## src/hw/epd_pkg.sv

```systemverilog
/*
 * Shared constants and types for the expansion port decoder:
 * port window, connector bases, strobe timing, FSM states, carriers.
 * Assumes a single 200 MHz clock domain.
 */
package epd_pkg;

	// ==========================================================
	// Port window and connector bases
	localparam logic [15:0] EPD_WIN_LO     = 16'h0080;  // First claimed port
	localparam logic [15:0] EPD_WIN_HI     = 16'h00BF;  // Last claimed port
	localparam logic [15:0] EPD_SLOT0_BASE = 16'h0080;  // First expansion socket
	localparam logic [15:0] EPD_SLOT1_BASE = 16'h00A0;  // Second expansion socket
	localparam int          EPD_NUM_SLOTS  = 2;

	// ==========================================================
	// Strobe timing
	localparam int EPD_CLK_PERIOD_NS = 5;   // 200 MHz
	localparam int EPD_STROBE_MIN_NS = 20;  // Least command strobe width
	localparam int EPD_STROBE_MIN_CYC_RAW =
		(EPD_STROBE_MIN_NS + EPD_CLK_PERIOD_NS - 1) / EPD_CLK_PERIOD_NS;
	localparam int EPD_STROBE_MIN_CYC =
		(EPD_STROBE_MIN_CYC_RAW < 1) ? 1 : EPD_STROBE_MIN_CYC_RAW;
	localparam int          EPD_CNT_W       = 3;
	localparam logic [2:0]  EPD_STROBE_LOAD = 3'(EPD_STROBE_MIN_CYC - 1);
	localparam logic [2:0]  EPD_CNT_ZERO    = 3'h0;

	// ==========================================================
	// Reset values
	localparam logic [1:0] EPD_SEL_RST_N  = 2'h3;  // All selects idle high
	localparam logic [2:0] EPD_ADDR_RST   = 3'h0;

	// ==========================================================
	// Types
	typedef enum logic [1:0] {
		EPD_IDLE   = 2'b00,
		EPD_STROBE = 2'b01
	} epd_state_e;

	typedef struct packed {
		logic [15:0] addr;  // Processor I/O port address
		logic        wr;    // 1 write, 0 read
		logic        dma;   // Cycle belongs to a DMA transfer
	} epd_io_cmd_s;

	typedef struct packed {
		logic low;   // Low chip select wanted
		logic high;  // High chip select wanted
	} epd_sel_s;

endpackage

```

## src/hw/epd_slot_decode.sv

```systemverilog
/*
 * Per-connector chip select decode.
 * Pure combinational; the caller registers the result.
 */
`timescale 1ns/10ps

module epd_slot_decode
	import epd_pkg::*;
#(
	parameter logic [15:0] BASE = EPD_SLOT0_BASE  // 32-port block of this socket
) (
	input  wire logic [15:0] addr_i,     // I/O port address
	input  wire logic        present_i,  // Module fitted
	input  wire logic        width16_i,  // Module is 16-bit
	output epd_sel_s         sel_o       // Wanted selects
);

	logic in_slot;

	// ==========================================================
	// Block match on the upper address bits
	assign in_slot = present_i && (addr_i[15:5] == BASE[15:5]);

	// Width picks the decode; upper half unused by 16-bit modules
	always_comb begin
		sel_o = '0;
		if (in_slot) begin
			if (width16_i) begin
				if (!addr_i[4]) begin
					sel_o.low  = !addr_i[0];  // Even port
					sel_o.high = addr_i[0];   // Odd port
				end
			end else begin
				sel_o.low  = !addr_i[4];  // Lower 16 ports
				sel_o.high = addr_i[4];   // Upper 16 ports
			end
		end
	end

endmodule

```

## src/hw/epd_expansion_port_decode.sv

```systemverilog
/*
 * Expansion port decoder for two plug-in I/O module connectors.
 * Assumes io_req_i/io_cmd_i come from processor logic on mclk_i, and
 * module pins (present, wait, option lines) are asynchronous.
 */
// What this block does
// - Two connectors, each 8- or 16-bit decode
// - No DMA cycles reach a module
// - Wait line stretches module cycle until ready
// - Claim non-DMA 0080H-00BFH cycles when any module fitted
// - No module: window goes to system bus
// - 8-bit first socket: 80-8F low, 90-9F high
// - 8-bit: address bit zero ignored
// - 16-bit: even ports low, odd high, 16 ports
// - Two option lines per connector, strappable
`timescale 1ns/10ps

module epd_expansion_port_decode
	import epd_pkg::*;
(
	input  wire logic        mclk_i,                   // 200 MHz clock
	input  wire logic        arst_n_i,                 // Async reset, low
	input  wire logic        io_req_i,                 // I/O cycle start pulse
	input  epd_io_cmd_s      io_cmd_i,                 // Address, direction, DMA
	input  wire logic [1:0]  width16_i,                // Per socket 16-bit module
	input  wire logic [1:0]  module_present_n_i,       // Pin, module fitted
	input  wire logic [1:0]  module_wait_n_i,          // Pin, module not ready
	input  wire logic [1:0]  option_line_zero_i,       // Pin level
	input  wire logic [1:0]  option_line_one_i,        // Pin level
	input  wire logic [1:0]  opt_zero_drive_i,         // Host drives line zero
	input  wire logic [1:0]  opt_one_drive_i,          // Host drives line one
	input  wire logic [1:0]  opt_zero_from_host_i,     // Level to drive
	input  wire logic [1:0]  opt_one_from_host_i,      // Level to drive
	output logic [1:0]       option_line_zero_o,       // Pin drive value
	output logic [1:0]       option_line_zero_oe_o,    // Pin drive enable
	output logic [1:0]       option_line_one_o,        // Pin drive value
	output logic [1:0]       option_line_one_oe_o,     // Pin drive enable
	output logic [1:0]       opt_zero_to_host_o,       // Synced pin level
	output logic [1:0]       opt_one_to_host_o,        // Synced pin level
	output logic [1:0]       module_select_low_n_o,    // Low chip select
	output logic [1:0]       module_select_high_n_o,   // High chip select
	output logic [2:0]       module_addr_o,            // Module register address
	output logic             io_read_n_o,              // Read strobe
	output logic             io_write_n_o,             // Write strobe
	output logic             claim_onboard_o,          // Cycle taken on board
	output logic             offboard_req_o,           // Pass cycle to system bus
	output logic             io_done_o                 // On-board cycle finished
);

	// ==========================================================
	// Pin synchronisers
	logic [1:0] pres_s1_q, pres_s2_q, wait_s1_q, wait_s2_q;
	logic [1:0] optz_s1_q, optz_s2_q, opto_s1_q, opto_s2_q;

	// Two flops on every asynchronous pin; only stage two is read
	always_ff @(posedge mclk_i or negedge arst_n_i) begin
		if (!arst_n_i) begin
			pres_s1_q <= 2'h3;
			pres_s2_q <= 2'h3;
			wait_s1_q <= 2'h3;
			wait_s2_q <= 2'h3;
			optz_s1_q <= 2'h0;
			optz_s2_q <= 2'h0;
			opto_s1_q <= 2'h0;
			opto_s2_q <= 2'h0;
		end else begin
			pres_s1_q <= module_present_n_i;
			pres_s2_q <= pres_s1_q;
			wait_s1_q <= module_wait_n_i;
			wait_s2_q <= wait_s1_q;
			optz_s1_q <= option_line_zero_i;
			optz_s2_q <= optz_s1_q;
			opto_s1_q <= option_line_one_i;
			opto_s2_q <= opto_s1_q;
		end
	end

	// ==========================================================
	// Option lines: strap either way per line, registered both ways
	always_ff @(posedge mclk_i or negedge arst_n_i) begin
		if (!arst_n_i) begin
			option_line_zero_o    <= 2'h0;
			option_line_zero_oe_o <= 2'h0;
			option_line_one_o     <= 2'h0;
			option_line_one_oe_o  <= 2'h0;
			opt_zero_to_host_o    <= 2'h0;
			opt_one_to_host_o     <= 2'h0;
		end else begin
			option_line_zero_o    <= opt_zero_from_host_i;
			option_line_zero_oe_o <= opt_zero_drive_i;
			option_line_one_o     <= opt_one_from_host_i;
			option_line_one_oe_o  <= opt_one_drive_i;
			opt_zero_to_host_o    <= optz_s2_q;
			opt_one_to_host_o     <= opto_s2_q;
		end
	end

	// ==========================================================
	// Decode per connector
	logic [1:0] present;
	logic [1:0] want_lo, want_hi;
	epd_sel_s   slot_sel [EPD_NUM_SLOTS];

	assign present = ~pres_s2_q;

	// Same decoder, different base, per socket
	for (genvar s = 0; s < EPD_NUM_SLOTS; s++) begin : g_slot
		epd_slot_decode #(
			.BASE ((s == 0) ? EPD_SLOT0_BASE : EPD_SLOT1_BASE)
		) u_dec (
			.addr_i    (io_cmd_i.addr),
			.present_i (present[s]),
			.width16_i (width16_i[s]),
			.sel_o     (slot_sel[s])
		);
		assign want_lo[s] = slot_sel[s].low;
		assign want_hi[s] = slot_sel[s].high;
	end

	// Non-DMA window cycle claimed whenever any module sits, even if no select hits
	logic in_window, claim_now;
	assign in_window = (io_cmd_i.addr >= EPD_WIN_LO) && (io_cmd_i.addr <= EPD_WIN_HI);
	assign claim_now = (|present) && in_window && !io_cmd_i.dma;

	// ==========================================================
	// Cycle state machine
	epd_state_e     state_q, state_d;
	logic [2:0]     cnt_q, cnt_d;
	logic [1:0]     sel_lo_n_d, sel_hi_n_d;
	logic [2:0]     addr_d;
	logic           rd_n_d, wr_n_d, claim_d, offb_d, done_d;
	logic [1:0]     active_slot;
	logic           wait_ok;

	// Only the socket being accessed may hold the cycle
	assign active_slot = ~(module_select_low_n_o & module_select_high_n_o);
	assign wait_ok     = &(wait_s2_q | ~active_slot);

	always_comb begin
		state_d    = state_q;
		cnt_d      = cnt_q;
		sel_lo_n_d = module_select_low_n_o;
		sel_hi_n_d = module_select_high_n_o;
		addr_d     = module_addr_o;
		rd_n_d     = io_read_n_o;
		wr_n_d     = io_write_n_o;
		claim_d    = claim_onboard_o;
		offb_d     = 1'b0;
		done_d     = 1'b0;
		case (state_q)
			EPD_IDLE: begin
				claim_d = 1'b0;
				if (io_req_i) begin
					addr_d = io_cmd_i.addr[3:1];  // Bit zero dropped
					if (claim_now) begin
						claim_d = 1'b1;
						if (|{want_lo, want_hi}) begin
							sel_lo_n_d = ~want_lo;
							sel_hi_n_d = ~want_hi;
							rd_n_d     = io_cmd_i.wr;
							wr_n_d     = !io_cmd_i.wr;
							cnt_d      = EPD_STROBE_LOAD;
							state_d    = EPD_STROBE;
						end else begin
							done_d = 1'b1;  // Hole in window, no select
						end
					end else begin
						offb_d = 1'b1;  // DMA or unclaimed goes off board
					end
				end
			end
			EPD_STROBE: begin
				if (cnt_q != EPD_CNT_ZERO) begin
					cnt_d = cnt_q - 3'h1;
				end else if (wait_ok) begin  // Hold while module waits
					sel_lo_n_d = EPD_SEL_RST_N;
					sel_hi_n_d = EPD_SEL_RST_N;
					rd_n_d     = 1'b1;
					wr_n_d     = 1'b1;
					claim_d    = 1'b0;
					done_d     = 1'b1;
					state_d    = EPD_IDLE;
				end
			end
			default: begin
				state_d = EPD_IDLE;
			end
		endcase
	end

	always_ff @(posedge mclk_i or negedge arst_n_i) begin
		if (!arst_n_i) begin
			state_q                <= EPD_IDLE;
			cnt_q                  <= EPD_CNT_ZERO;
			module_select_low_n_o  <= EPD_SEL_RST_N;
			module_select_high_n_o <= EPD_SEL_RST_N;
			module_addr_o          <= EPD_ADDR_RST;
			io_read_n_o            <= 1'b1;
			io_write_n_o           <= 1'b1;
			claim_onboard_o        <= 1'b0;
			offboard_req_o         <= 1'b0;
			io_done_o              <= 1'b0;
		end else begin
			state_q                <= state_d;
			cnt_q                  <= cnt_d;
			module_select_low_n_o  <= sel_lo_n_d;
			module_select_high_n_o <= sel_hi_n_d;
			module_addr_o          <= addr_d;
			io_read_n_o            <= rd_n_d;
			io_write_n_o           <= wr_n_d;
			claim_onboard_o        <= claim_d;
			offboard_req_o         <= offb_d;
			io_done_o              <= done_d;
		end
	end

	logic take;
	assign take = (state_q == EPD_IDLE) && io_req_i;
endmodule

```

## config.mk

```make
export PLATFORM = sky130hd
export DESIGN_NAME = epd_expansion_port_decode
export DESIGN_NICKNAME = d
export VERILOG_FILES = /design/src/hw/epd_pkg.sv /design/src/hw/epd_slot_decode.sv /design/src/hw/epd_expansion_port_decode.sv
export SDC_FILE = /design/constraint.sdc
export NUM_CORES = 1
export LEC_CHECK = 0
export BUFFER_PORTS_ARGS = -buffer_cell sky130_fd_sc_hd__buf_2
export CAP_MARGIN = 15
export CORE_ASPECT_RATIO = 0.5
export CORE_MARGIN = 3
export CORE_UTILIZATION = 53
export DETAILED_ROUTE_END_ITERATION = 16
export PLACE_DENSITY = 0.83
export REMOVE_ABC_BUFFERS = 1
export SKIP_LAST_GASP = 1
export SLEW_MARGIN = 20
export SYNTH_ARGS = -nofsm -noshare
export SYNTH_HDL_FRONTEND = slang
export SYNTH_HIERARCHICAL = 1
export SYNTH_SLANG_ARGS = --single-unit
```

## constraint.sdc

```tcl
create_clock -name mclk_i -period 3.1 [get_ports mclk_i]
set_input_delay 0.31 -clock mclk_i [delete_from_list [all_inputs] [get_ports mclk_i]]
set_output_delay 0.31 -clock mclk_i [all_outputs]
set_load 0.03 [all_outputs]
```

Yosys cells after proc, flatten, opt, wreduce, memory -nomap -nowiden
Cells that the tools add are included.

Register bits after elaboration: 45. Input port bits: 39. Output and inout port bits: 24. Word-level logic and storage cells: 113.

Add/sub/neg operators: 1. Magnitude comparators: 2. Equality and inequality tests: 9. Mux-type cells: 50. Bitwise operators: 7. Reduce and logical (&&, ||, !) cells: 20.

Operators by type and width (count): 2-bit 2-to-1 mux (18); 11-bit by 3-bit equality test with 1-bit output (second input constant) (2); 1-bit 2-to-1 mux (20); 16-bit by 8-bit >= comparator with 1-bit output (second input constant) (1); 16-bit by 8-bit <= comparator with 1-bit output (second input constant) (1); 3-bit 2-to-1 mux (4); 2-bit inequality test (second input constant) (6); 2-bit one-hot mux with 2 select lines (3); 2-bit inverter (5); 5-bit AND reduction (2); 1-bit one-hot mux with 2 select lines (4); 3-bit one-hot mux with 2 select lines (1); 6-bit AND reduction (1); 1-bit logical AND (5); 1-bit logical NOT (4); 2-bit AND reduction (2); 4-bit OR reduction (1); 3-bit AND reduction (1); 3-bit nonzero test (1); 3-bit by 1-bit subtractor with 3-bit output (second input constant) (1); 2-bit AND (1); 2-bit by 1-bit equality test with 1-bit output (second input constant) (1); 2-bit logical NOT (1); 2-bit bitwise OR (1); 2 further kinds (2).

Logic depth before layout (Yosys ltp)
Gate-level depths: netlist of the first run.

Word-level depth: 9. Mapped depth: 8. Depth with buffers taken out: 7.

Hierarchy
Netlist of the first run, hierarchy kept.

Modules (own cells, without submodules): epd_expansion_port_decode (instances 1, cells each 122, area an instance 1670.4 µm², seq. area each 1118.6 µm²); epd_slot_decode at g_slot[0].u_dec (instances 1, cells each 8, area an instance 78.8 µm², seq. area each 0.0 µm²); epd_slot_decode at g_slot[1].u_dec (instances 1, cells each 8, area an instance 77.6 µm², seq. area each 0.0 µm²).

Worst setup path before layout of the first run
OpenSTA, ideal clock, no wires.

Kind: input to register. From: input port io_cmd_i[13] (netlist bit). To: register cnt_q[2]. Library setup time: 77 ps. Arrival: 2105 ps. Required time: 3023 ps. Slack: 918 ps. Stages: 7. Buffers on the path: 1. Cell sequence: or4_1 a2111oi_2 or4_1 buf_6 a22oi_2 or4_1 a21oi_1.

RTL lines: start, declared (line epd_expansion_port_decode.sv:24) `input epd_io_cmd_s io_cmd_i,`; end signal, assigned (line epd_expansion_port_decode.sv:205) `cnt_q <= cnt_d;`; end, declared (line epd_expansion_port_decode.sv:128) `logic [2:0] cnt_q, cnt_d;`.

==> impl_metrics.ini, run 1 <==
[flow_run]
drv_cap = 0

[pwr]
powerDensity_nw_per_um2 = 510.9
p_leak_nw = 1.093
vdd_drop_max_v = 0.0004001

[synthesis]
synth_area_um2 = 1827
synth_cells = 138
syn-mean-instance-area_um2 = 13.24
synth_top_area_share_pct = 41.10
synth_flop_cell = dfrtp_1
synth-edff-count = 0
synthArstFlopShare_pct = 100.0
yosysSeqAreaShare_pct = 61.23
ys_warn_count = 6
synth_cell_types = 38
synth-seq-cells = 44
synthTopCellsByArea = dfrtp_1 41%, dfstp_2 20%, a211oi_2 4.1%
synth_top_area_cell = dfrtp_1

[worst_hold_path]
min_path_cells = 1
hold_start = module_present_n_i[0]
hold_end = pres_s1_q[0]
worstHoldPathType = in2reg

[cells_and_area]
drive_above_1_share_pct = 49.51
regArea_um2 = 1119
fin_nets = 244
fill_cells = 223
syn_to_final_growth_pct = 24.32
mostFrequentLayoutCell = buf_2
multiInputGateArea_um2 = 648.1
diodes = 0
final_cell_mix = 62 x buf_2, 30 x dfrtp_1, 14 x dfstp_2, 12 x nand2_1, 10 x nand2b_1
top_regs = cnt_q (3), module_addr_o (3)

[placement]
dp_slack_ns = 0.5693
routabilityCongestion = 0.8317
dp_hpwl_mm = 2.779
portBuffers = 62

[clock_network]
ctsHtreeMaxLevel = 2
cts-resized-gates = 0
clock_latency_ns = 0.29
clk_pin_slew_ns = 0.08
cts_hold_buffers = 0
cts_setup_buffers = 0
numCtsBuffers = 5
cts_tree = done
cts-root-buf = clkbuf_8
clock-sinks = 44
clk_path_buf_depth = 2

[critical_path]
ff2ff_setup_slack_ns = 0.83
rr_worst_depth = 7
worst_setup_path_start_kind = flop
arrival_ns = 2.44
critPathSlowestCell = or4_1
crit_family = simple AND/OR/NAND/NOR gates
cp_max_fo = 10
crit_path_cell_trace = inv_1, nand4bb_1, nor4b_2, or4_1, a22oi_2, nor2_1, mux2_4
timing.rr.start = pres_s2_q[0]
timing.rr.end = cnt_q[0]
cp_data_required_time_ns = 3.27
critPathCaptureType = flop
critical_path.max_stage_delay_ns = 0.72
crit_buf_inv = 1
crit_type = reg2reg

[die]
die-width_um = 89.03
ios = 63
die_area_um2 = 4230
dieHeight_um = 47.52
core_um2 = 3153
placement_rows = 14
initial_core_util_pct = 57.94

[detailed_routing]
drt_iter0_drc = 51
viasPerCell = 5.475
wl_mm = 3.656
drt_first_pass_iters = 4
post-route-drc-count = 0
drtAntennaViolNets = 0
routedWlPerCell_um = 14.98
num_vias = 1336

[run_status]
status = completed

[sta]
fin_setup_tns_ns = 0
finClkSkew_ns = 0.007003
rsz0062_at_grt = no
worst_slack_ns = 0.8325
drv_slew = 0
post-route-min-period_ns = 2.267
worstMarginPinSlew_ns = 0.9019
max_freq_mhz = 441.0
max_slew_margin_pct = 39.88
setup_viol = 0
period_share_pct = 73.14
hold_violations = 0

[global_routing]
met1_usage_pct = 19.61
grt_usage_pct = 18.56
met2_usage_pct = 32.89
busiest_layer = met2
grt_pass1_wl_mm = 5.699
overflow = 0
antenna_found_initial = 0
grt_max_degree = 45
grtUsageMet3_pct = 8.076
grt_pass1_vias = 1387
==> metrics by stage <==
stage / area, um2 / utilization (%) / instances / total power [mW] / hold WS (ns)
after CTS: 2271 / 72.02 / 244 / 1.176 / 0.1042
after global placement: 2150 / 68.17 / 236 / 0.7160 / 0.3314
after detailed placement: 2150 / 68.17 / 236 / 0.7202 / 0.3362
after global routing: 2271 / 72.02 / 244 / 1.217 / 0.08455
final: 2271 / 72.02 / 244 / 1.160 / 0.1144
after floorplan: 1789 / - / 134 / 0.6611 / 0.01441
==> layout make-up <==
cell class | count | share of cell area [%]
repair buffers | 62 | 13.66
clock inverters | 2 | 1.708
flip-flops and latches | 44 | 49.26
inverters | 6 | 0.9917
clock buffers | 6 | 3.636
multi-input cells | 84 | 28.54
well taps | 40 | 2.204
==> cell usage after synthesis, drive strengths merged (5+ instances only) <==
| cell | number |
|---|---|
| a211oi | 6 |
| a21oi | 5 |
| a31oi | 6 |
| dfrtp | 30 |
| dfstp | 14 |
| inv | 6 |
| nand2 | 12 |
| nand2b | 10 |
| nor2 | 7 |
| or4 | 5 |
==> report_power, final <==
part | switching, mW | internal [mW]
Clock | 0.189 | 0.263
Sequential | 0.00671 | 0.601
Combinational | 0.0658 | 0.0351
==> layer usage <==
metal  share of wire [%]  vias up
li1                    -      627
met1                  39      644
met2                  51       53
met3                 7.4       12
met4                 2.5        0
met5                   0        -
==> kinds of logic (layout without fill, tap and decap cells) <==
group / after synthesis / after routing / share of synthesized area (%)
fa+ha+maj: 2 / 2 / 1.370
flops: 44 / 44 / 61.23
compound gates: 26 / 26 / 12.33
simple gates: 55 / 55 / 20.96
buf+inv: 10 / 76 / 3.287
mux: 1 / 1 / 0.8217
==> how the worst max path moves through the flow <==
stage / from / end / depth (start not counted)
after floorplan: io_cmd_i[13] / cnt_q[2] / 6
after global placement: io_cmd_i[13] / cnt_q[2] / 7
after detailed placement: io_cmd_i[13] / cnt_q[2] / 7
after CTS: pres_s2_q[0] / cnt_q[0] / 7
after global routing: pres_s2_q[0] / cnt_q[0] / 7
final: pres_s2_q[0] / cnt_q[0] / 7
Note: power is estimated with default switching activity, not from simulation.
==> run 2, diff against run 1 <==
- CORE_UTILIZATION: 53 -> 44
- PLACE_DENSITY: 0.83 -> 0.73
- clock period: 3.1 -> 1.9 ns (I/O delays scaled with it)
==> run 2 against run 1 <==
Compared with the run above:
- utilization down 2.2 points
- critical endpoint unchanged
- critical path type unchanged
- final area up 14%
- the run now ends with setup timing left
- clock-buffer cell count unchanged
- combinational power up 110%
- register-to-register slack worse by 1.0 ns
- cell count up 18%
- critical path depth up 2
- highest routed layer unchanged
- die area up 18%
==> impl_metrics.ini, run 2 (synthesis results as in run 1) <==
[critical_path]
crit_buf_inv = 3
crit_path_cell_trace = inv_2, nand4bb_1, buf_4, a2111oi_4, or4_4, a22oi_2, buf_4, nor2_2, mux2_4
cp_data_required_time_ns = 2.08
critical_path.max_stage_delay_ns = 0.57
crit_type = reg2reg
cp_max_fo = 2
arrival_ns = 2.26
crit_family = simple AND/OR/NAND/NOR gates
critPathCaptureType = flop
worst_setup_path_start_kind = flop
cpMostUsedCell = buf_4
critPathSlowestCell = dfstp_2

[sta]
rsz0062_at_grt = yes
max_slew_margin_pct = 64.71
max_freq_mhz = 481.9
drv_slew = 0
setup_viol = 10
finClkSkew_ns = 0.003682
hold_violations = 0
post-route-min-period_ns = 2.075
worstMarginPinSlew_ns = 0.5258
worst_slack_ns = -0.1750
period_share_pct = 109.2

[global_routing]
grt_max_degree = 21
grt_pass1_vias = 1463
grt_usage_pct = 17.12
overflow = 0
antenna_found_initial = 0
grt_pass1_wl_mm = 6.589

[flow_run]
drv_cap = 0

[cells_and_area]
mostFrequentLayoutCell = buf_2
diodes = 0
fin_nets = 278
final_cell_mix = 62 x buf_2, 30 x dfrtp_1, 17 x buf_4, 17 x dlygate4sd3_1, 14 x dfstp_2
drive_above_1_share_pct = 51.26
syn_to_final_growth_pct = 41.37
fill_cells = 279
final_util_pct = 69.85
top_regs = cnt_q (3), module_addr_o (3)

[die]
placement_rows = 15
core_um2 = 3697
initial_core_util_pct = 49.41
die-width_um = 97.13
dieHeight_um = 51.56
die_area_um2 = 5008
ios = 63

[run_status]
status = finished with violations
violations = setup timing

[clock_network]
clock-sinks = 44
ctsHtreeMaxLevel = 2
clk_path_buf_depth = 2
clock_latency_ns = 0.29
cts-root-buf = clkbuf_8
numCtsBuffers = 5
cts_tree = done
clk_pin_slew_ns = 0.08

[pwr]
powerDensity_nw_per_um2 = 698.3
vdd_drop_max_v = 0.0006648
total_power_mw = 1.803
p_leak_nw = 1.227

[detailed_routing]
drt_first_pass_iters = 4
wl_mm = 4.126
post-route-drc-count = 0
num_vias = 1423
viasPerCell = 4.924
drt_iter0_drc = 54
routedWlPerCell_um = 14.28
drtAntennaViolNets = 0

[placement]
routabilityCongestion = 0.8553
dp_hpwl_mm = 2.981
portBuffers = 62

[worst_hold_path]
worstHoldPathType = in2reg
[run 2: final timing paths]
check,from,to,slack [ns],cells after the start
max reg2reg,pres_s2_q[0],cnt_q[0],-0.18,9
min in group asynchronous,arst_n_i,option_line_one_o[1],0.29,2
max in group asynchronous,arst_n_i,pres_s2_q[1],1.01,3
max,pres_s2_q[0],cnt_q[0],-0.18,9
min,io_cmd_i[1],io_write_n_o,0.06,2
min reg2reg,opto_s2_q[1],opt_one_to_host_o[1],0.35,0
[run 2: layout make-up]
cell class	count	area, um2	area share (%)
Clock inverter	2	15.01	0.5814
Clock buffer	6	82.58	3.198
Timing Repair Buffer	96	608.1	23.55
Sequential cell	44	1119	43.31
Inverter	6	22.52	0.8721
Tap cell	51	63.81	2.471
Multi-Input combinational cell	84	671.9	26.02
[run 2: report_power, final]
part	internal (mW)	switching [mW]	leakage (nW)
Sequential	0.980	0.0115	0.511
Combinational	0.0927	0.116	0.673
Clock	0.294	0.309	0.0434
Total	1.37	0.437	1.23
[run 2: per-stage QoR]
stage          TNS [ns]  hold slack, ns  area, um2  std cells  setup WS, ns
3_5_place_dp     -1.867         0.07798       2283        263       -0.2322
5_1_grt          -1.905         0.04655       2582        289       -0.2229
4_1_cts          -1.390         0.04814       2557        288       -0.1915
6_report         -1.313         0.05620       2582        289       -0.1750
3_3_place_gp     -1.329         0.07265       2283        263       -0.1792
2_1_floorplan   -0.5722         -0.1056       1789        134       -0.2038
[run 2: metal layers]
metal | up-vias | global-route usage, % | wire length [um] | share of wire, %
li1 | 692 | - | - | -
met5 | - | 0 | 0 | 0
met2 | 48 | 29.57 | 2043 | 50
met1 | 677 | 20.05 | 1743 | 42
met3 | 6 | 5.489 | 262 | 6.3
met4 | 0 | 7.692 | 77 | 1.9
[run 2: repair_timing]
action | 4_1_cts | 5_1_grt
setup buffers | 0 | 1
endpoints found under the hold margin | 27 | 0
setup endpoints to repair | 11 | 11
hold buffers | 17 | 0
pin swaps | 7 | 3
resized for setup | 3 | 2
